File: src/rtl/ebp_pkg.sv
// Purpose: Shared constants for the eight-bit port with edge interrupts
// Assumes: AHB-Lite word access, register index times four is the byte address
// Notes: Indices are the printed register numbers
package ebp_pkg;
    localparam int unsigned PORT_W = 8;
    localparam int unsigned IDX_W = 16;
    localparam int unsigned WORD_W = 30;

    // Register indices; byte address is index * 4
    localparam logic [15:0] IDX_PIN_LEVEL = 16'h5200;
    localparam logic [15:0] IDX_DRIVE_VALUE = 16'h5201;
    localparam logic [15:0] IDX_DRIVE_ENABLE = 16'h5202;
    localparam logic [15:0] IDX_PULLUP_ENABLE = 16'h5203;
    localparam logic [15:0] IDX_IRQ_ENABLE = 16'h5205;
    localparam logic [15:0] IDX_IRQ_POLARITY = 16'h5206;
    localparam logic [15:0] IDX_IRQ_PENDING = 16'h5207;

    // Reset values
    localparam logic [7:0] RST_PIN_LEVEL = 8'h00;
    localparam logic [7:0] RST_DRIVE_VALUE = 8'h00;
    localparam logic [7:0] RST_DRIVE_ENABLE = 8'h00;
    localparam logic [7:0] RST_PULLUP_ENABLE = 8'hFF;
    localparam logic [7:0] RST_IRQ_ENABLE = 8'h00;
    localparam logic [7:0] RST_IRQ_POLARITY = 8'h00;
    localparam logic [7:0] RST_IRQ_PENDING = 8'h00;

    // Bus encodings
    localparam int unsigned HTRANS_ACTIVE_BIT = 1;
    localparam logic [1:0] HRESP_OKAY = 2'h0;
    localparam logic [31:0] RDATA_ZERO = 32'h00000000;
    localparam logic [23:0] RDATA_PAD = 24'h000000;
    localparam logic [13:0] WORD_PAD = 14'h0000;

    // Data phase state of the bus slave
    typedef enum logic [1:0] {
        EBP_IDLE = 2'b00,
        EBP_WRITE = 2'b01,
        EBP_READ_WAIT = 2'b10,
        EBP_READ_OUT = 2'b11
    } ebp_phase_t;
endpackage

File: src/rtl/ebp_edge_detect.sv
// Purpose: Pin level sampling and per-pin selectable edge detection
// Assumes: Pin inputs synchronous to hclk
// Notes: No edge is reported until two samples have been taken after reset
module ebp_edge_detect (
    input wire logic hclk,
    input wire logic hresetn,
    input wire logic [7:0] pin_in,
    input wire logic [7:0] irq_polarity,
    output logic [7:0] pin_level,
    output logic [7:0] edge_event
);
    logic primed;
    logic sampled;
    logic [7:0] prev_level;

    always_ff @(posedge hclk or negedge hresetn) begin
        if (!hresetn) begin
            pin_level <= ebp_pkg::RST_PIN_LEVEL;
            prev_level <= ebp_pkg::RST_PIN_LEVEL;
            sampled <= 1'b0;
            primed <= 1'b0;
        end else begin
            pin_level <= pin_in;
            prev_level <= pin_level;
            sampled <= 1'b1;
            primed <= sampled;
        end
    end

    always_comb begin
        edge_event = primed ? ((irq_polarity & prev_level & ~pin_level)
            | (~irq_polarity & ~prev_level & pin_level)) : 8'h00;
    end
endmodule // ebp_edge_detect

File: src/rtl/ebp_port.sv
// Purpose: Eight-bit general-purpose port with edge interrupts behind AHB-Lite
// Assumes: Single slave, word transfers, one wait state on reads
// Notes: Pin resolution and pull-up devices live outside this block
// What this block does
// - Read-only register returns each pin's present logic level.
// - Readable writable output data value per pin, cleared at reset.
// - Pin driven from its data bit only while its enable is one.
// - Per-pin pull-up enable, readable writable, all ones after reset.
// - Per-pin interrupt enable, readable writable, cleared at reset.
// - Polarity one selects falling edge, zero rising edge; resets to zero.
// - Selected edge sets pending flag; writing one clears it; reset zero.
//
// Implementation choice: the AHB-Lite interface to the registers.
module ebp_port (
    input wire logic hclk,
    input wire logic hresetn,
    input wire logic hsel,
    input wire logic [31:0] haddr,
    input wire logic [1:0] htrans,
    input wire logic hwrite,
    input wire logic [2:0] hsize,
    input wire logic [31:0] hwdata,
    input wire logic hready,
    output logic [31:0] hrdata,
    output logic hreadyout,
    output logic [1:0] hresp,
    input wire logic [7:0] pin_in,
    output logic [7:0] pin_out,
    output logic [7:0] pin_oe,
    output logic [7:0] pullup_en,
    output logic irq
);
    ebp_pkg::ebp_phase_t phase;
    ebp_pkg::ebp_phase_t next_phase;
    logic [29:0] dp_word;
    logic addr_take;
    logic [7:0] port_pin_level;
    logic [7:0] port_drive_value;
    logic [7:0] port_drive_enable;
    logic [7:0] port_pullup_enable;
    logic [7:0] port_irq_enable;
    logic [7:0] port_irq_polarity;
    logic [7:0] port_irq_pending;
    logic [7:0] edge_event;
    logic [7:0] read_value;
    logic wr_drive_value;
    logic wr_drive_enable;
    logic wr_pullup_enable;
    logic wr_irq_enable;
    logic wr_irq_polarity;
    logic wr_irq_pending;

    function automatic logic reg_hit(input logic [29:0] word, input logic [15:0] idx);
        reg_hit = (word == {ebp_pkg::WORD_PAD, idx});
    endfunction

    ebp_edge_detect u_edge (
        .hclk(hclk),
        .hresetn(hresetn),
        .pin_in(pin_in),
        .irq_polarity(port_irq_polarity),
        .pin_level(port_pin_level),
        .edge_event(edge_event)
    );

    // Address phase acceptance
    assign addr_take = hsel && htrans[ebp_pkg::HTRANS_ACTIVE_BIT] && hready;
    assign hreadyout = (phase != ebp_pkg::EBP_READ_WAIT);
    assign hresp = ebp_pkg::HRESP_OKAY;

    always_comb begin
        if (addr_take) begin
            next_phase = hwrite ? ebp_pkg::EBP_WRITE : ebp_pkg::EBP_READ_WAIT;
        end else if (phase == ebp_pkg::EBP_READ_WAIT) begin
            next_phase = ebp_pkg::EBP_READ_OUT;
        end else begin
            next_phase = ebp_pkg::EBP_IDLE;
        end
    end

    always_ff @(posedge hclk or negedge hresetn) begin
        if (!hresetn) begin
            phase <= ebp_pkg::EBP_IDLE;
            dp_word <= '0;
        end else begin
            phase <= next_phase;
            if (addr_take) begin
                dp_word <= haddr[31:2];
            end
        end
    end

    // Write strobes in the data phase
    always_comb begin
        wr_drive_value = 1'b0;
        wr_drive_enable = 1'b0;
        wr_pullup_enable = 1'b0;
        wr_irq_enable = 1'b0;
        wr_irq_polarity = 1'b0;
        wr_irq_pending = 1'b0;
        case (phase)
            ebp_pkg::EBP_WRITE: begin
                wr_drive_value = reg_hit(dp_word, ebp_pkg::IDX_DRIVE_VALUE);
                wr_drive_enable = reg_hit(dp_word, ebp_pkg::IDX_DRIVE_ENABLE);
                wr_pullup_enable = reg_hit(dp_word, ebp_pkg::IDX_PULLUP_ENABLE);
                wr_irq_enable = reg_hit(dp_word, ebp_pkg::IDX_IRQ_ENABLE);
                wr_irq_polarity = reg_hit(dp_word, ebp_pkg::IDX_IRQ_POLARITY);
                wr_irq_pending = reg_hit(dp_word, ebp_pkg::IDX_IRQ_PENDING);
            end
            default: begin
                wr_drive_value = 1'b0;
            end
        endcase
    end

    always_ff @(posedge hclk or negedge hresetn) begin
        if (!hresetn) begin
            port_drive_value <= ebp_pkg::RST_DRIVE_VALUE;
        end else if (wr_drive_value) begin
            port_drive_value <= hwdata[7:0];
        end
    end

    always_ff @(posedge hclk or negedge hresetn) begin
        if (!hresetn) begin
            port_drive_enable <= ebp_pkg::RST_DRIVE_ENABLE;
        end else if (wr_drive_enable) begin
            port_drive_enable <= hwdata[7:0];
        end
    end

    always_ff @(posedge hclk or negedge hresetn) begin
        if (!hresetn) begin
            port_pullup_enable <= ebp_pkg::RST_PULLUP_ENABLE;
        end else if (wr_pullup_enable) begin
            port_pullup_enable <= hwdata[7:0];
        end
    end

    always_ff @(posedge hclk or negedge hresetn) begin
        if (!hresetn) begin
            port_irq_enable <= ebp_pkg::RST_IRQ_ENABLE;
        end else if (wr_irq_enable) begin
            port_irq_enable <= hwdata[7:0];
        end
    end

    always_ff @(posedge hclk or negedge hresetn) begin
        if (!hresetn) begin
            port_irq_polarity <= ebp_pkg::RST_IRQ_POLARITY;
        end else if (wr_irq_polarity) begin
            port_irq_polarity <= hwdata[7:0];
        end
    end

    always_ff @(posedge hclk or negedge hresetn) begin
        if (!hresetn) begin
            port_irq_pending <= ebp_pkg::RST_IRQ_PENDING;
        end else if (wr_irq_pending) begin
            port_irq_pending <= (port_irq_pending & ~hwdata[7:0]) | edge_event;
        end else begin
            port_irq_pending <= port_irq_pending | edge_event;
        end
    end

    assign irq = |(port_irq_pending & port_irq_enable);

    assign pin_out = port_drive_value;
    assign pin_oe = port_drive_enable;
    assign pullup_en = port_pullup_enable;

    always_comb begin
        read_value = 8'h00;
        if (reg_hit(dp_word, ebp_pkg::IDX_PIN_LEVEL)) begin
            read_value = port_pin_level;
        end else if (reg_hit(dp_word, ebp_pkg::IDX_DRIVE_VALUE)) begin
            read_value = port_drive_value;
        end else if (reg_hit(dp_word, ebp_pkg::IDX_DRIVE_ENABLE)) begin
            read_value = port_drive_enable;
        end else if (reg_hit(dp_word, ebp_pkg::IDX_PULLUP_ENABLE)) begin
            read_value = port_pullup_enable;
        end else if (reg_hit(dp_word, ebp_pkg::IDX_IRQ_ENABLE)) begin
            read_value = port_irq_enable;
        end else if (reg_hit(dp_word, ebp_pkg::IDX_IRQ_POLARITY)) begin
            read_value = port_irq_polarity;
        end else if (reg_hit(dp_word, ebp_pkg::IDX_IRQ_PENDING)) begin
            read_value = port_irq_pending;
        end
    end

    // Read data register, loaded in the wait cycle
    always_ff @(posedge hclk or negedge hresetn) begin
        if (!hresetn) begin
            hrdata <= ebp_pkg::RDATA_ZERO;
        end else if (phase == ebp_pkg::EBP_READ_WAIT) begin
            hrdata <= {ebp_pkg::RDATA_PAD, read_value};
        end
    end
endmodule // ebp_port

File: config.mk
export PLATFORM = sky130hd
export DESIGN_NAME = ebp_port
export DESIGN_NICKNAME = d
export VERILOG_FILES = /design/src/rtl/ebp_pkg.sv /design/src/rtl/ebp_edge_detect.sv /design/src/rtl/ebp_port.sv
export SDC_FILE = /design/constraint.sdc
export NUM_CORES = 1
export LEC_CHECK = 0
export BUFFER_PORTS_ARGS = -buffer_cell sky130_fd_sc_hd__buf_4
export CORE_MARGIN = 2
export CORE_UTILIZATION = 40
export CTS_CLUSTER_DIAMETER = 200
export DETAILED_ROUTE_END_ITERATION = 8
export PLACE_DENSITY = 0.74
export SLEW_MARGIN = 20
export SYNTH_ARGS = -nofsm -noshare
export SYNTH_HDL_FRONTEND = slang
export SYNTH_SLANG_ARGS = --single-unit
File: constraint.sdc
create_clock -name hclk -period 3 [get_ports hclk]
set_clock_uncertainty 0.2 [all_clocks]
set_input_delay 0.15 -clock hclk [delete_from_list [all_inputs] [get_ports hclk]]
set_output_delay 0.15 -clock hclk [all_outputs]
set_load 0.02 [all_outputs]
=== Word-level counts from Yosys, hierarchy flattened ===
Index checks and enable logic that the tools add are counted.

* Register bits: 106
* Input port bits: 82
* Logic and storage cells: 57

* Equal/unequal tests: 10
* Muxes and demuxes: 18
* Bitwise logic cells: 13
* Reduce and logical (&&, ||, !) cells: 3

{| class="wikitable"
|+ Operators with widths
! kind !! number
|-
| $eq 30x15->1 const B || 7
|-
| $mux 8 || 9
|-
| $and 8x8->8 || 6
|-
| $not 8->8 || 4
|-
| $or 8x8->8 || 3
|-
| $reduce_or 8->1 || 1
|-
| $mux 1 || 6
|-
| $mux 2 || 3
|-
| $eq 2x1->1 const B || 1
|-
| $eq 2x2->1 const B || 1
|-
| $logic_and 1x1->1 || 2
|-
| $ne 2x2->1 const B || 1
|}

=== Depth between registers and ports, before layout ===
* Depth after elaboration: 8
* Gate-level depth with buffers: 6
* Mapped depth without buffers: 4

=== By module ===
Synthesis repeated with hierarchy kept, for this count alone.

* Cell total of the unflattened synthesis: 394
* Area, all modules: 4963.5 µm²

{| class="wikitable"
|+ Modules (own cells, without submodules)
! module !! instances !! cells each !! area each (µm²)
|-
| ebp_port || 1 || 350 || 4304.1
|-
| ebp_edge_detect || 1 || 44 || 659.4
|}

=== Worst setup path after synthesis ===
Ideal clock, no wire load.

* Kind: register to register
* Start point: register dp_word[11]
* End point: register port_irq_enable[0]
* Arrival time: 1.823 ns
* Slack: 0.852 ns
* Stages on the path, launching flop included: 5
* Path buffers: 0
* Period minus slack after synthesis: 2.148 ns
* Cells stage by stage: dfrtp_1 nor4b_1 nand4_2 nor4_4 mux2_2

* Word-level cells in the longest chain between the ends: 2

{| class="wikitable"
|+ Ends and longest elaborated chain
! element !! line !! RTL
|-
| start: declaration || ebp_port.sv:35 || <nowiki>logic [29:0] dp_word;</nowiki>
|-
| start signal: assignment || ebp_port.sv:88 || <nowiki>dp_word <= haddr[31:2];</nowiki>
|-
| $eq 30x15->1 || ebp_port.sv:54 || <nowiki>reg_hit = (word == {ebp_pkg::WORD_PAD, idx});</nowiki>
|-
| $mux 1 || ebp_port.sv:101 || <nowiki>case (phase)</nowiki>
|-
| end signal: assignment || ebp_port.sv:142 || <nowiki>port_irq_enable <= ebp_pkg::RST_IRQ_ENABLE;</nowiki>
|-
| end signal: assignment || ebp_port.sv:144 || <nowiki>port_irq_enable <= hwdata[7:0];</nowiki>
|-
| end: declaration || ebp_port.sv:41 || <nowiki>logic [7:0] port_irq_enable;</nowiki>
|}

No other way between the ends.
A chain may end at the register's enable or synchronous reset.

=== Worst setup path in the final report ===
* Start point: register dp_word[21]
* End point: register port_irq_enable[5]

The elaborated chain is that of the path after synthesis.

==> impl_metrics.yaml <==
worst_setup_path:
  path_cells: "nor4_1 -> nand4_2 -> nor4_4 -> mux2_2"
  reg2reg_depth: 4
  setup.worst_path.class: "register to register"
  crit_required_ps: 3030
  r2r_end: "port_irq_enable[5]"
  worst_setup_path_end_kind: "register"
  r2r_setup_slack_ps: 410
  worst_ep_arrival_time_ps: 2620
  crit-reg2reg-launch: "dp_word[21]"
  cpMaxStageDelayCell: "nor4_4"
  cp-start-kind: "register"
  critPathMaxFanout: 8
  max_stage_delay_ps: 690
logic_synthesis:
  postSynthCellCount: 347
  yosys.area_share.simple_pct: 6.86
  yosysSeqAreaShare_pct: 55.9
  synth-compound-area-share_pct: 6.78
  synth_area_leader_cell: "dfrtp_1"
  synthesis.area_mm2: 0.00476
  synthMuxAreaShare_pct: 23.7
  synth.avg_cell_area_um2: 13.7
  synth_top_family_by_area: "multiplexers"
  yosysTopAreaCellShare_pct: 51.5
  synth-edff-count: 0
  yosys.area_share.xor_xnor_pct: 0
  synthAdderAreaFrac_pct: 0
  ys_seq_elements: 106
  yosysWarnings: 0
  async_flop_share_pct: 100
  ys.flop_type: "dfrtp_1"
  synth_area_leaders: "dfrtp_1 (52%), mux2_2 (18%), dfstp_2 (4.4%)"
  synth_cell_type_count: 37
placement:
  gp_congestion: 0.800
  place_hpwl_um: 7070
  port_buffers: 85
  dp.cells: 572
  placed_area_mm2: 0.00550
  pre_cts_ws_ps: 410
cts:
  numClockSinks: 106
  cts_buffers: 9
  ctsResizeCount: 0
  post_cts_buffers: 0
  cts_max_path_buffers: 2
  cts_tree: "built"
  htree_num_levels: 3
  insertion_delay_ps: 340
  clk_pin_slew_ps: 70
  holdBufCountCts: 48
  root_buffer: "clkbuf_16"
layout:
  instances_no_fill: 636
  drive_above_1_share_pct: 43.4
  antenna_cells: 0
  largest_reg_flops: 30
  final_core_util_pct: 54.4
  nets: 570
  postLayoutCellArea_mm2: 0.00626
  syn_to_final_growth_pct: 31.6
  top_register: "dp_word"
route:
  drc: 8
  wl_per_cell_um: 16.7
  firstDrtPassIters: 6
  first_iter_violations: 158
  ant_nets: 0
  vias: 3210
  avgViaCountPerCell: 5.05
  wl_um: 10600
floorplan:
  fp.dieW_um: 113
  rows: 39
  start_util_pct: 41.3
  die-area_mm2: 0.0128
  ios: 142
  die_h_um: 113
  coreArea_mm2: 0.0115
power_and_ir_drop:
  sw_frac_of_total_pct: 25.5
  switching_power_mw: 0.818
  p_total_mw: 3.20
  p_per_area_mw_per_mm2: 511
  p_leak_nw: 2.98
  pwr-share-seq_pct: 50.4
  p_int_mw: 2.38
  clkPwrFrac_pct: 35.2
  pwr-share-comb_pct: 14.4
  ir_worst_vdd_mv: 0.242
sta:
  fin_crit_sh_pct: 86.5
  setup_viol_count_final: 0
  max_freq_ghz: 0.385
  min_period_ps: 2590
  worstMarginPinSlew_ps: 812
  tns_ps: 0
  rsz0062_at_grt: "no"
  fin_ws_ps: 406
  relSlewSlack_pct: 45.9
  finalMaxSlewViolations: 0
  hold_ws_ps: 156
  hold_viol: 0
global_routing:
  grt_pass1_wl_um: 17100
  grt_pass1_vias: 3245
  grt_start_max_net_pins: 67
  track_usage_pct: 17.4
  grt-ovfl-total: 0
  grt_antenna_before_repair: 0
status:
  outcome: "complete, but fails checks"
  violations: "design-rule violations"
worst_hold_path:
  holdCritStartpoint: "u_edge.sampled"
  whs_endpoint: "u_edge.primed"
  holdPathStages: 0
  hold_path.class: "register to register"
run:
  maxCapViolations: 0
==> metal layers <==
metal	wire length [um]	global-route usage, %
met3	492	3.27
met4	142	6.59
met5	0	0
met1	4480	22.2
met2	5530	29.6
==> cell families after synthesis <==
group,Yosys count
AND/OR/NAND/NOR,50
other,2
flip-flops,106
buffers and inverters,49
multiplexers,93
AO/OA/AOI/OAI,47
==> synthesized netlist by cell type, types with 4 or more instances <==
library cell  count
dfrtp_1          98
mux2_2           78
buf_4            26
o21ai_0          13
inv_1             9
nand2_1           9
nand2b_1          9
a22o_1            8
a2bb2oi_1         8
dfstp_2           8
mux4_2            8
nand3_1           8
o22ai_1           8
a22oi_1           7
mux2i_1           7
clkbuf_1          6
nor4_1            4
==> how the worst max path moves through the flow <==
stage / endpoint / cells after the start / slack, ps / startpoint
after detailed placement: port_irq_enable[4] / 4 / 410 / dp_word[21]
after global placement: port_irq_enable[6] / 4 / 460 / dp_word[21]
after floorplan: port_irq_enable[0] / 4 / 850 / dp_word[11]
after CTS: port_irq_enable[5] / 4 / 390 / dp_word[21]
after global routing: port_irq_enable[5] / 4 / 300 / dp_word[21]
final: port_irq_enable[5] / 4 / 410 / dp_word[21]
==> power groups by stage <==
| stage | combinational [mW] | sequential [mW] | clock (mW) |
|---|---|---|---|
| after floorplan | 0.327 | 1.59 | 0 |
| after global placement | 0.402 | 1.63 | 0 |
| after detailed placement | 0.412 | 1.64 | 0 |
| after CTS | 0.466 | 1.61 | 1.16 |
| after global routing | 0.506 | 1.63 | 1.22 |
| final | 0.462 | 1.61 | 1.13 |
==> cell usage in the layout, fill, tap and decap left out, drive strengths merged, types with 5 or more instances in the layout <==
| cell | netlist | routed |
|---|---|---|
| a22o | 8 | 8 |
| a22oi | 7 | 7 |
| a2bb2oi | 8 | 8 |
| buf | 32 | 97 |
| clkbuf | 8 | 11 |
| conb | 2 | 27 |
| dfrtp | 98 | 98 |
| dfstp | 8 | 8 |
| dlygate4sd3 | 0 | 48 |
| inv | 9 | 12 |
| mux2 | 78 | 78 |
| mux2i | 7 | 7 |
| mux4 | 8 | 8 |
| nand2 | 9 | 9 |
| nand2b | 9 | 9 |
| nand3 | 9 | 9 |
| nor3 | 5 | 5 |
| nor4 | 5 | 5 |
| o21ai | 13 | 13 |
| o22ai | 8 | 8 |
==> critical path, delay by kind of cell (launching register included) <==
kind	cells	cell delay [ps]
DFF	1	380
muxes	1	410
and+or+nand+nor	3	1480
==> cell type report <==
cell class / instances / area [um^2]
well taps: 143 / 179
multi-input cells: 217 / 1880
clock buffers: 11 / 243
fillers: 955 / 5250
repair buffers: 145 / 1220
flip-flops and latches: 106 / 2660
clock inverters: 5 / 46.3
inverters: 9 / 33.8
No activity file was read; power rests on OpenSTA's default activity.
